`config.mk`:
```
export PLATFORM = sky130hd
export DESIGN_NAME = spc_regs
export DESIGN_NICKNAME = d
export VERILOG_FILES = /design/src/rtl/spc_pkg.sv /design/src/rtl/spc_bank.sv /design/src/rtl/spc_regs.sv
export SDC_FILE = /design/constraint.sdc
export NUM_CORES = 1
export LEC_CHECK = 0
export BUFFER_PORTS_ARGS = -buffer_cell sky130_fd_sc_hd__buf_2
export CORE_MARGIN = 2
export CORE_UTILIZATION = 45
export CTS_BUF_LIST = sky130_fd_sc_hd__clkbuf_2 sky130_fd_sc_hd__clkbuf_4 sky130_fd_sc_hd__clkbuf_8
export CTS_CLUSTER_SIZE = 10
export DETAILED_ROUTE_END_ITERATION = 10
export PLACE_DENSITY = 0.68
export RECOVER_POWER = 100
export SLEW_MARGIN = 10
export SYNTH_ARGS = -nofsm -noshare
export SYNTH_HDL_FRONTEND = slang
export SYNTH_HIERARCHICAL = 1
export SYNTH_SLANG_ARGS = --single-unit
```
`constraint.sdc`:
```
create_clock -name core_clk -period 2.1 [get_ports core_clk]
set_input_delay 0.315 -clock core_clk [delete_from_list [all_inputs] [get_ports core_clk]]
set_output_delay 0.315 -clock core_clk [all_outputs]
set_load 0.03 [all_outputs]
```
`src/rtl/spc_pkg.sv`:
```
// shared constants for the serial port configuration register group
package spc_pkg;
   // register access port widths
   localparam int ADDR_W = 12;
   localparam int DATA_W = 8;

   // register offsets
   localparam logic [11:0] OFS_CFG  = 12'h000;  // serial_port_config
   localparam logic [11:0] OFS_REV  = 12'h002;  // silicon_level
   localparam logic [11:0] OFS_ID   = 12'h003;  // variant_identifier
   localparam logic [11:0] OFS_SEL  = 12'h004;  // readback_bank_select
   localparam logic [11:0] OFS_BANK = 12'h005;  // first staged register

   // serial_port_config and readback_bank_select field positions
   localparam int CFG_SEP_BIT  = 7;  // separate output pin for reads
   localparam int CFG_LSB_BIT  = 6;  // lsb first, address increment
   localparam int CFG_SRST_BIT = 5;  // self-clearing soft reset
   localparam int SEL_ACT_BIT  = 0;  // readback from active bank

   // reset values
   localparam logic [1:0] CFG_HI_RST = 2'h0;
   localparam logic       SEL_RST    = 1'b0;
   localparam logic [7:0] BANK_RST   = 8'h00;

   // staged register count and read answer latency in clocks
   localparam int BANK_DEPTH = 2;
   localparam int RD_LAT     = 2;
endpackage : spc_pkg

```
`src/rtl/spc_bank.sv`:
```
`timescale 1ns/1ps
`default_nettype none
// staged (buffer) and active register pairs with registered read data
module spc_bank #(
   parameter int DEPTH = spc_pkg::BANK_DEPTH,
   parameter int W     = spc_pkg::DATA_W,
   parameter int IW    = (DEPTH > 1) ? $clog2(DEPTH) : 1
) (
   // clock and reset
   input  wire logic          core_clk,
   input  wire logic          rst_b,
   // control
   input  wire logic          clr,
   input  wire logic          update,
   // write side
   input  wire logic          wr_en,
   input  wire logic [IW-1:0] wr_idx,
   input  wire logic [W-1:0]  wr_data,
   // read side
   input  wire logic          rd_en,
   input  wire logic [IW-1:0] rd_idx,
   input  wire logic          rd_active,
   output logic      [W-1:0]  rd_data
);
   import spc_pkg::*;

   typedef struct packed {
      logic [DEPTH-1:0][W-1:0] buf_q;
      logic [DEPTH-1:0][W-1:0] act_q;
      logic [W-1:0]            rdat;
   } spc_bank_t;

   spc_bank_t bank_reg;
   spc_bank_t bank_next;

   // an index too narrow for the depth would alias registers
   if (DEPTH < 1 || W < 1 || W > 8 || IW < 1 || (1 << IW) < DEPTH)
   begin : g_chk
      $error("spc_bank: DEPTH >= 1, W in 1..8, IW must cover DEPTH");
   end

   // writes land in the buffer; active copies only on update
   always_comb begin
      bank_next = bank_reg;
      if (wr_en) begin
         bank_next.buf_q[wr_idx] = wr_data;
      end
      if (update) begin
         bank_next.act_q = bank_reg.buf_q;
      end
      if (rd_en) begin
         bank_next.rdat = rd_active ? bank_reg.act_q[rd_idx]
                                    : bank_reg.buf_q[rd_idx];
      end
      // soft reset wins over a same-cycle write or update
      if (clr) begin
         bank_next.buf_q = {DEPTH{W'(BANK_RST)}};
         bank_next.act_q = {DEPTH{W'(BANK_RST)}};
      end
   end

   always_ff @(posedge core_clk) begin
      if (!rst_b) begin
         bank_reg <= '{buf_q: {DEPTH{W'(BANK_RST)}},
                       act_q: {DEPTH{W'(BANK_RST)}},
                       rdat:  '0};
      end else begin
         bank_reg <= bank_next;
      end
   end

   assign rd_data = bank_reg.rdat;
endmodule  // spc_bank
`default_nettype wire

```
`src/rtl/spc_regs.sv`:
```
`timescale 1ns/1ps
`default_nettype none
// Overview of operation
// - A mirrored config write means the same in either bit order.
// - Offset 0x002 reads a fixed silicon level and ignores writes.
// - Offset 0x003 reads a fixed code, distinct for each of six variants.
// - Bit 0 of 0x004 picks buffer (0) or active (1) registers for reads.
// - That readback select bit is 0 after reset.
// - Writing 1 to config bit 5 returns internal registers to defaults.
// - In I2C mode the soft reset bit clears on the clock after the write.
// - In SPI mode it clears likewise and leaves the config byte unchanged.
// - In SPI mode bit 6 selects lsb first with increment; not in I2C.
// - In SPI mode bit 7 moves reads to the separate output pin.
module spc_regs #(
   parameter logic [7:0]      SILICON_LEVEL = 8'h01,  // arbitrary value
   // arbitrary per-variant codes, all distinct
   parameter logic [5:0][7:0] VARIANT_CODES = {8'h5A, 8'h4B, 8'h3C,
                                               8'h2D, 8'h1E, 8'h0F},
   parameter int              VARIANT       = 0,
   parameter int              DEPTH         = spc_pkg::BANK_DEPTH
) (
   // clock and reset
   input  wire logic                      core_clk,
   input  wire logic                      rst_b,
   // serial mode strap level, 1 = I2C
   input  wire logic                      mode_i2c,
   // register write from the serial framer, one-cycle strobe
   input  wire logic                      wr_stb,
   input  wire logic [spc_pkg::ADDR_W-1:0] wr_addr,
   input  wire logic [spc_pkg::DATA_W-1:0] wr_data,
   // register read request and answer
   input  wire logic                      rd_stb,
   input  wire logic [spc_pkg::ADDR_W-1:0] rd_addr,
   output logic      [spc_pkg::DATA_W-1:0] rd_data,
   output logic                           rd_valid,
   // buffer-to-active update action, one-cycle pulse
   input  wire logic                      io_update,
   // configuration seen by the serial framer and the chip
   output logic                           lsb_first,
   output logic                           separate_output_enable,
   output logic                           soft_reset_out
);
   import spc_pkg::*;

   localparam int IW = (DEPTH > 1) ? $clog2(DEPTH) : 1;

   typedef struct packed {
      logic [1:0] cfg_hi;    // bits 7:6 of serial_port_config
      logic       srst;      // soft reset, self-clearing
      logic       bank_sel;  // readback from active bank
      logic       stage1;    // read accepted last cycle
      logic       from_bank;
      logic [7:0] loc_data;
      logic [7:0] rdat;
      logic       rvalid;
      logic       lsb_q;
      logic       sep_q;
   } spc_state_t;

   spc_state_t state_reg;
   spc_state_t state_next;

   logic [7:0] wr_byte;
   logic [7:0] bank_rdata;
   logic       lsb_eff;
   logic       cfg_wr;

   if (VARIANT < 0 || VARIANT > 5 || DEPTH < 1 ||
       DEPTH > (1 << ADDR_W) - int'(OFS_BANK)) begin : g_chk
      $error("spc_regs: VARIANT must be 0..5 and DEPTH must fit the map");
   end

   // bit-order reversal of a byte
   function automatic logic [7:0] rev8(input logic [7:0] v);
      logic [7:0] r;
      r = '0;
      for (int i = 0; i < 8; i++) begin
         r[i] = v[7-i];
      end
      return r;
   endfunction

   // staged register window decode
   function automatic logic in_bank(input logic [ADDR_W-1:0] a);
      return (a >= OFS_BANK) && (a < OFS_BANK + ADDR_W'(DEPTH));
   endfunction

   function automatic logic [IW-1:0] bank_idx(input logic [ADDR_W-1:0] a);
      logic [ADDR_W-1:0] d;
      d = a - OFS_BANK;
      return d[IW-1:0];
   endfunction

   // configuration byte as read: low nibble mirrors high nibble
   function automatic logic [7:0] cfg_view(input logic [1:0] hi,
                                           input logic       sr);
      logic [7:0] h;
      h = {hi, sr, 1'b0, 4'h0};
      return h | rev8(h);
   endfunction

   // bit order applies only in SPI mode
   assign lsb_eff = !mode_i2c && state_reg.cfg_hi[0];
   // framer delivers bits in shift order; undo it here, so a mirrored
   // configuration byte decodes identically in either order
   assign wr_byte = lsb_eff ? rev8(wr_data) : wr_data;
   assign cfg_wr  = wr_stb && (wr_addr == OFS_CFG);

   // register writes, soft reset and the two-stage read path
   always_comb begin
      state_next      = state_reg;
      state_next.srst = 1'b0;  // clears one clock after the write
      if (wr_stb) begin
         case (wr_addr)
            OFS_CFG: begin
               state_next.cfg_hi = wr_byte[CFG_SEP_BIT:CFG_LSB_BIT];
               state_next.srst   = wr_byte[CFG_SRST_BIT];
            end
            OFS_SEL: state_next.bank_sel = wr_byte[SEL_ACT_BIT];
            default: ;  // level and identifier writes dropped
         endcase
      end
      // soft reset restores defaults but spares the config byte
      if (state_reg.srst) begin
         state_next.bank_sel = SEL_RST;
      end
      // stage 1: latch local value; bank reads its own register
      state_next.stage1    = rd_stb;
      state_next.from_bank = rd_stb && in_bank(rd_addr);
      if (rd_stb) begin
         case (rd_addr)
            OFS_CFG: state_next.loc_data = cfg_view(state_reg.cfg_hi,
                                                    state_reg.srst);
            OFS_REV: state_next.loc_data = SILICON_LEVEL;
            OFS_ID:  state_next.loc_data = VARIANT_CODES[VARIANT];
            OFS_SEL: state_next.loc_data = {7'h00, state_reg.bank_sel};
            default: state_next.loc_data = 8'h00;  // unmapped reads zero
         endcase
      end
      // stage 2: answer in the current bit order
      state_next.rvalid = state_reg.stage1;
      if (state_reg.stage1) begin
         state_next.rdat = lsb_eff ?
            rev8(state_reg.from_bank ? bank_rdata : state_reg.loc_data) :
            (state_reg.from_bank ? bank_rdata : state_reg.loc_data);
      end
      // pin arrangement and order only matter in SPI mode
      state_next.lsb_q = !mode_i2c && state_next.cfg_hi[0];
      state_next.sep_q = !mode_i2c && state_next.cfg_hi[1];
   end

   always_ff @(posedge core_clk) begin
      if (!rst_b) begin
         state_reg <= '{cfg_hi: CFG_HI_RST, bank_sel: SEL_RST,
                        default: '0};
      end else begin
         state_reg <= state_next;
      end
   end

   // staged registers; active copy follows the update action
   spc_bank #(
      .DEPTH (DEPTH),
      .W     (DATA_W),
      .IW    (IW)
   ) u_bank (
      .core_clk  (core_clk),
      .rst_b     (rst_b),
      .clr       (state_reg.srst),
      .update    (io_update),
      .wr_en     (wr_stb && in_bank(wr_addr)),
      .wr_idx    (bank_idx(wr_addr)),
      .wr_data   (wr_byte),
      .rd_en     (rd_stb && in_bank(rd_addr)),
      .rd_idx    (bank_idx(rd_addr)),
      .rd_active (state_reg.bank_sel),
      .rd_data   (bank_rdata)
   );

   // outputs straight from flip-flops
   assign rd_data                = state_reg.rdat;
   assign rd_valid               = state_reg.rvalid;
   assign lsb_first              = state_reg.lsb_q;
   assign separate_output_enable = state_reg.sep_q;
   assign soft_reset_out         = state_reg.srst;
endmodule  // spc_regs
`default_nettype wire

```
Word level (Yosys, flattened, before mapping)
Cells that the tools add are included.
{"block": "totals", "regBits": 65, "word_cells": 59, "output_inout_bits": 12}
{"block": "op_classes", "n_lt_le_gt_ge": 7, "n_mux": 15, "bitwise_logic": 2, "n_reduce_logical": 14, "n_addsub": 2, "n_eq_ne": 4}
{"op": "two-way mux 8 bit", "count": 9}
{"op": "one-hot mux 8 bit (4 select lines)", "count": 1}
{"op": "== test 12 x 2 -> 1 bit, second input constant", "count": 2}
{"op": "== test 12 x 3 -> 1 bit, second input constant", "count": 2}
{"op": "greater-or-equal comparator 12 x 3 -> 1 bit, second input constant", "count": 2}
{"op": "zero test 12 bit", "count": 2}
{"op": "less-than comparator 12 x 3 -> 1 bit, second input constant", "count": 2}
{"op": "bitwise mux 16 bit", "count": 1}
{"op": "demux 8 bit (select 1 bit)", "count": 1}
{"op": "logical AND 1 bit", "count": 8}
{"op": "bitwise OR 8 x 3 -> 8 bit", "count": 1}
{"op": "less-than comparator 1 x 2 -> 1 bit, second input constant", "count": 2}
{"op": "two-way mux 4 bit", "count": 1}
{"op": "two-way mux 3 bit", "count": 1}
{"op": "AND reduction 3 bit", "count": 1}
{"op": "AND reduction 2 bit", "count": 1}
{"op": "OR reduction 2 bit", "count": 1}
{"op": "subtractor 1 bit, second input constant", "count": 2}
{"op": "greater-or-equal comparator 1 bit, second input constant", "count": 1}
{"op": "zero test 1 bit", "count": 1}
{"op": "two-way mux 1 bit", "count": 1}
{"op": "NOT 1 bit", "count": 1}

Longest topological paths before layout
Gate-level depths: netlist of run 1.
{"block": "logic_depth", "word_depth": 6, "depth_mapped": 8, "mapped_depth_nobuf": 6}

Modules after synthesis
Netlist of run 1, hierarchy kept.
{"mod": "spc_bank", "area_per_inst_um2": 1717.9, "instances": 1, "cells_each": 179, "seq_area_each_um2": 800.8}
{"mod": "spc_regs", "area_per_inst_um2": 1333.8, "instances": 1, "cells_each": 139, "seq_area_each_um2": 480.5}

Worst setup path after synthesis of run 1
OpenSTA, ideal clock, no wires.
{"block": "synth_timing", "path_type": "input to register", "start": "input rd_addr[8] (netlist name)", "end": "register u_bank.bank_reg, in the netlist u_bank/rd_data[0]", "required_time_ps": 2015, "arrival_ps": 1815, "slack_ps": 201, "stages": 6, "cell_sequence": "or4_4 -> nor3_1 -> and3_1 -> clkbuf_2 -> nand3_1 -> o221ai_1"}
{"element": "start: declaration", "line_no": "spc_regs.sv:33", "source": "input wire logic [spc_pkg::ADDR_W-1:0] rd_addr,"}
{"element": "end signal: assignment", "line_no": "spc_bank.sv:64", "source": "bank_reg <= '{buf_q: {DEPTH{W'(BANK_RST)}},"}
{"element": "end signal: assignment", "line_no": "spc_bank.sv:68", "source": "bank_reg <= bank_next;"}
{"element": "end: declaration", "line_no": "spc_bank.sv:33", "source": "spc_bank_t bank_reg;"}

==> impl_metrics.env, run 1 <==
export IMPL_final_cell_mix="dfxtp_1 (64), mux2i_1 (54), buf_2 (36)"
export IMPL_routedWlPerCell_um=14.1
export IMPL_power_density_nw_per_um2=686
export IMPL_cts_tree="built"
export IMPL_areaGrowthSynthToFinish_pct=9.47
export IMPL_final_max_slew_viol_count=0
export IMPL_cts_buffers=9
export IMPL_tightest_slew_ns=1.21
export IMPL_dp_hpwl_um=4350
export IMPL_holdBufCountCts=0
export IMPL_ys_seq_area_frac=0.420
export IMPL_ios=50
export IMPL_rows=30
export IMPL_layout_drive_gt1_share=0.192
export IMPL_synth_top_flop_cell="dfxtp_1"
export IMPL_cts_sinks=64
export IMPL_post_cts_repair_setup_buffers=0
export IMPL_peakVddDrop_uv=324
export IMPL_syn_area_um2=3050
export IMPL_holdPathEnd="soft_reset_out"
export IMPL_fp_dieArea_um2=7460
export IMPL_r2r_start="state_reg[23]"
export IMPL_layout_commonest_cell="dfxtp_1"
export IMPL_ctsRootBufferMaster="clkbuf_8"
export IMPL_grt_max_degree=36
export IMPL_synth_cell_types=40
export IMPL_synth_edf_count=0
export IMPL_clock_path_buffers=2
export IMPL_met1_usage=0.221
export IMPL_grt_pass1_wl_um=10200
export IMPL_cts_max_level=3
export IMPL_io_buffers=49
export IMPL_regToRegSetupSlack_ns=0.33
export IMPL_worstPathRequired_ns=2.29
export IMPL_status="complete, no violations"
export IMPL_ys_async_sr_fraction=0
export IMPL_setup_violations_final=0
export IMPL_power_total_mw=2.29
export IMPL_skew_ns=0.0112
export IMPL_avgSynthCellArea_um2=9.60
export IMPL_critPathCaptureType="register"
export IMPL_first_pass_iters=4
export IMPL_top_usage_layer="met2"
export IMPL_critPathKind="input pin to register"
export IMPL_crit_path_start_kind="input pin"
export IMPL_finalHoldViolations=0
export IMPL_worstHoldStart="wr_addr[3]"
export IMPL_rsz0062_at_grt="false"
export IMPL_syn_nets=356
export IMPL_reg2reg_depth=5
export IMPL_synth_warnings=6
export IMPL_num_fill_cells=660
export IMPL_max_cap_violations=0
export IMPL_ant_nets=0
export IMPL_utilization=0.500
export IMPL_dieHeight_um=86.4
export IMPL_r2r_end="state_reg[23]"
export IMPL_fin_crit_sh=0.860
export IMPL_largest_reg_flops=32
export IMPL_finalSetupTns_ns=0
export IMPL_fin_crit_ns=1.81
export IMPL_globalRouteTotalUtil=0.176
export IMPL_p_leak_nw=1.21
export IMPL_drcViolationCount=0
export IMPL_clk_pin_slew_ns=0.07
export IMPL_arrival_ns=1.99
export IMPL_first_iter_violations=121
export IMPL_synth_cells=318
export IMPL_path_max_fanout=9
export IMPL_diodes=0
export IMPL_regArea_um2=1280
export IMPL_relSlewSlack=0.194
export IMPL_vias_per_cell=5.29
export IMPL_fmax_mhz=554
export IMPL_antenna_found_initial=0
export IMPL_finalNetCount=389
export IMPL_grt_pass1_vias=2179
export IMPL_met2_usage=0.290
export IMPL_whs_path_depth=2
export IMPL_clkLatencyLatePin_ns=0.33
export IMPL_use_met3=0.0476
export IMPL_coreArea_um2=6680
export IMPL_start_util=0.457
export IMPL_routabilityCongestion=0.764
export IMPL_ys_seq_elements=64
export IMPL_die_w_um=86.4
export IMPL_grt_ovfl_total=0
export IMPL_cts_resized=0
export IMPL_vias=2302
export IMPL_multi_input_area_um2=1490
export IMPL_hold_class="input pin to register"
export IMPL_routed_wl_um=6150
[power by group]
part	switching, mW	leakage (nW)	internal, mW
registers	0.00489	0.516	1.22
clock network	0.444	0.0917	0.495
logic	0.0722	0.600	0.0572
[through the flow]
stage | setup WS (ns) | cell area, µm² | hold WS, ns | std cells
2_1_floorplan | 0.201 | 3050 | 0.390 | 318
3_3_place_gp | 0.0770 | 3210 | 0.450 | 420
3_5_place_dp | 0.00186 | 3210 | 0.461 | 420
4_1_cts | 0.341 | 3390 | 0.185 | 435
5_1_grt | 0.0927 | 3340 | 0.183 | 435
6_report | 0.295 | 3340 | 0.198 | 435
[routing by layer]
metal | wire (µm) | vias to the layer above | share of wire
met4 | 74 | 0 | 0.012
met5 | 0 | - | 0
met2 | 3060 | 46 | 0.50
met3 | 243 | 8 | 0.039
li1 | - | 1175 | -
met1 | 2780 | 1073 | 0.45
[cell families after synthesis]
kind of cell              synth area share
muxes                                0.210
DFF                                  0.420
buffers and inverters               0.0857
and+or+nand+nor                      0.196
xor gates and xnor gates           0.00574
AOI/OAI and AO/OA                   0.0820
[worst max-delay path: stages]
cell and delay, ns:
buf_2 0.09, or4_4 0.53, nor3_1 0.26, and3_1 0.24, clkbuf_1 0.25, nand3b_1 0.16
o221ai_1 0.13
[worst max path at each step]
stage,slack (ns),end,start
after floorplan,0.20,u_bank/rd_data[0],rd_addr[8]
after global placement,0.08,u_bank/rd_data[4],rd_addr[8]
after detailed placement,0.002,u_bank/rd_data[6],rd_addr[8]
after CTS,0.34,u_bank/rd_data[6],rd_addr[8]
after global routing,0.09,u_bank/rd_data[0],rst_b
final,0.29,u_bank/rd_data[5],rd_addr[8]
[synthesized netlist by cell type (all sizes together), types with 2 or more instances]
| cell type | count | area [µm²] |
|---|---|---|
| mux2i | 54 | 541 |
| xor2 | 2 | 17.5 |
| or4 | 2 | 22.5 |
| and2 | 3 | 18.8 |
| nor2 | 19 | 71.3 |
| a21boi | 4 | 30.0 |
| mux2 | 9 | 101 |
| nand4 | 2 | 12.5 |
| o21ai | 2 | 10.0 |
| nand3 | 10 | 50.1 |
| buf | 31 | 230 |
| o221ai | 8 | 70.1 |
| nor4 | 5 | 52.6 |
| clkbuf | 4 | 16.3 |
| a31oi | 2 | 12.5 |
| a21oi | 21 | 105 |
| nor3 | 3 | 15.0 |
| inv | 4 | 15.0 |
| and3 | 2 | 12.5 |
| nand2 | 32 | 120 |
| nor2b | 13 | 81.3 |
| nand2b | 3 | 18.8 |
| nand3b | 10 | 75.1 |
| dfxtp | 64 | 1280 |
[final cells by class]
| class | instances | area share |
|---|---|---|
| Timing Repair Buffer | 57 | 0.0839 |
| Sequential cell | 64 | 0.384 |
| Tap cell | 80 | 0.0300 |
| Multi-Input combinational cell | 215 | 0.445 |
| Clock inverter | 3 | 0.00524 |
| Inverter | 4 | 0.00449 |
| Clock buffer | 12 | 0.0476 |
Note: power is estimated with default switching activity, not from simulation.
==> run 2, diff against run 1 <==
--- a/config.mk
+++ b/config.mk
@@ -14,5 +14,5 @@
 export PLACE_DENSITY = 0.68
 export RECOVER_POWER = 100
-export SLEW_MARGIN = 10
+export SLEW_MARGIN = 40
 export SYNTH_ARGS = -nofsm -noshare
 export SYNTH_HDL_FRONTEND = slang
==> constraint.sdc (replaced) <==
create_clock -name core_clk -period 2.1 [get_ports core_clk]
set_input_delay 0.315 -clock core_clk [delete_from_list [all_inputs] [get_ports core_clk]]
set_output_delay 0.315 -clock core_clk [all_outputs]
set_load 0.005 [all_outputs]
==> impl_metrics.env, run 2 (synthesis results as in run 1) <==
export IMPL_clock_path_buffers=2
export IMPL_place_ws_ns=0.00186
export IMPL_areaGrowthSynthToFinish_pct=9.80
export IMPL_setup_ws_ns=0.309
export IMPL_hold_worst_slack_ns=0.197
export IMPL_cts_buffers=9
export IMPL_finalHoldViolations=0
export IMPL_max_cap_violations=0
export IMPL_grt_pass1_vias=2179
export IMPL_relSlewSlack=0.193
export IMPL_first_iter_violations=116
export IMPL_finalNetCount=389
export IMPL_peakVddDrop_uv=326
export IMPL_clkLatencyLatePin_ns=0.33
export IMPL_start_util=0.457
export IMPL_vias_per_cell=5.28
export IMPL_final_max_slew_viol_count=0
export IMPL_skew_ns=0.0114
export IMPL_routedWlPerCell_um=14.1
export IMPL_io_buffers=49
export IMPL_ios=50
export IMPL_stdcell_count=435
export IMPL_setup_violations_final=0
export IMPL_final_cell_area_um2=3350
export IMPL_cts_sinks=64
export IMPL_diodes=0
export IMPL_placed_cell_area_um2=3210
export IMPL_final_cell_mix="dfxtp_1 (64), mux2i_1 (54), buf_2 (44)"
export IMPL_fmax_mhz=558
export IMPL_holdBufCountCts=0
export IMPL_fin_crit_sh=0.853
export IMPL_largest_reg_flops=32
export IMPL_grt_pass1_wl_um=10200
export IMPL_power_density_nw_per_um2=684
export IMPL_grt_max_degree=36
export IMPL_first_pass_iters=4
export IMPL_rsz0062_at_grt="false"
export IMPL_layout_commonest_cell="dfxtp_1"
export IMPL_critPathKind="input pin to register"
export IMPL_arrival_ns=1.98
export IMPL_cts_resized=0
export IMPL_tightest_slew_ns=1.21
export IMPL_dp_hpwl_um=4350
export IMPL_hold_class="input pin to register"
export IMPL_worstPathRequired_ns=2.29
export IMPL_routed_wl_um=6140
export IMPL_path_max_fanout=9
export IMPL_critPathCaptureType="register"
export IMPL_fp_dieArea_um2=7460
export IMPL_clk_pin_slew_ns=0.07
export IMPL_vias=2295
export IMPL_drcViolationCount=0
export IMPL_cts_tree="built"
export IMPL_ctsRootBufferMaster="clkbuf_8"
export IMPL_coreArea_um2=6680
export IMPL_ant_nets=0
export IMPL_routabilityCongestion=0.764
export IMPL_p_leak_nw=1.24
export IMPL_dieHeight_um=86.4
export IMPL_dp_cells=420
export IMPL_cts_max_level=3
export IMPL_fin_crit_ns=1.79
export IMPL_rows=30
export IMPL_antenna_found_initial=0
export IMPL_layout_drive_gt1_share=0.214
export IMPL_crit_path_start_kind="input pin"
export IMPL_finalSetupTns_ns=0
export IMPL_globalRouteTotalUtil=0.176
export IMPL_die_w_um=86.4
export IMPL_post_cts_repair_setup_buffers=0
export IMPL_grt_ovfl_total=0
export IMPL_status="complete, no violations"
==> run 2: cell types whose count changed in the layout (fill, tap and decap cells not counted), sizes merged <==
| cell | change |
|---|---|
| clkbuf | -8 |
| buf | +8 |
==> run 2: layout make-up <==
type | count | area (µm²)
clock buffer | 12 | 159
clock inverter | 3 | 17.5
fill | 660 | 3330
inverter | 4 | 15.0
multi-input combinational | 215 | 1490
sequential | 64 | 1280
tap | 80 | 100
timing repair buffer | 57 | 290
==> run 2: critical path: stages <==
cell	delay, ns
buf_2	0.09
or4_4	0.53
nor3_1	0.26
and3_1	0.24
clkbuf_1	0.25
nand3b_1	0.16
o221ai_1	0.13
==> run 2: per-layer routing <==
metal  vias to the layer above  part of all wire  track usage
li1                       1175                 -            -
met1                      1070              0.44        0.221
met2                        41              0.50        0.290
met3                         9             0.036       0.0476
met4                         0             0.017       0.0625
met5                         -                 0            0
==> run 2: worst paths after layout <==
check	from	to	slack, ns	cells past startpoint
worst max-delay path	rd_addr[8]	u_bank/rd_data[5]	0.31	7
worst min-delay path	wr_addr[3]	soft_reset_out	0.20	2
worst max register to register	state_reg[23]	state_reg[23]	0.33	5
worst min register to register	u_bank/bank_reg[30]	u_bank/bank_reg[30]	0.47	2
==> run 2: power by group <==
| group | internal [mW] | total [mW] | switching [mW] |
|---|---|---|---|
| Combinational | 0.0579 | 0.124 | 0.0661 |
| Sequential | 1.22 | 1.22 | 0.00478 |
| Clock | 0.496 | 0.945 | 0.450 |
==> run 2: stage by stage <==
step           utilization  total power, mW
6_report             0.501             2.29
5_1_grt              0.501             2.38
4_1_cts              0.507             2.31
3_5_place_dp         0.481             1.38
3_3_place_gp         0.481             1.38
2_1_floorplan            -             1.32
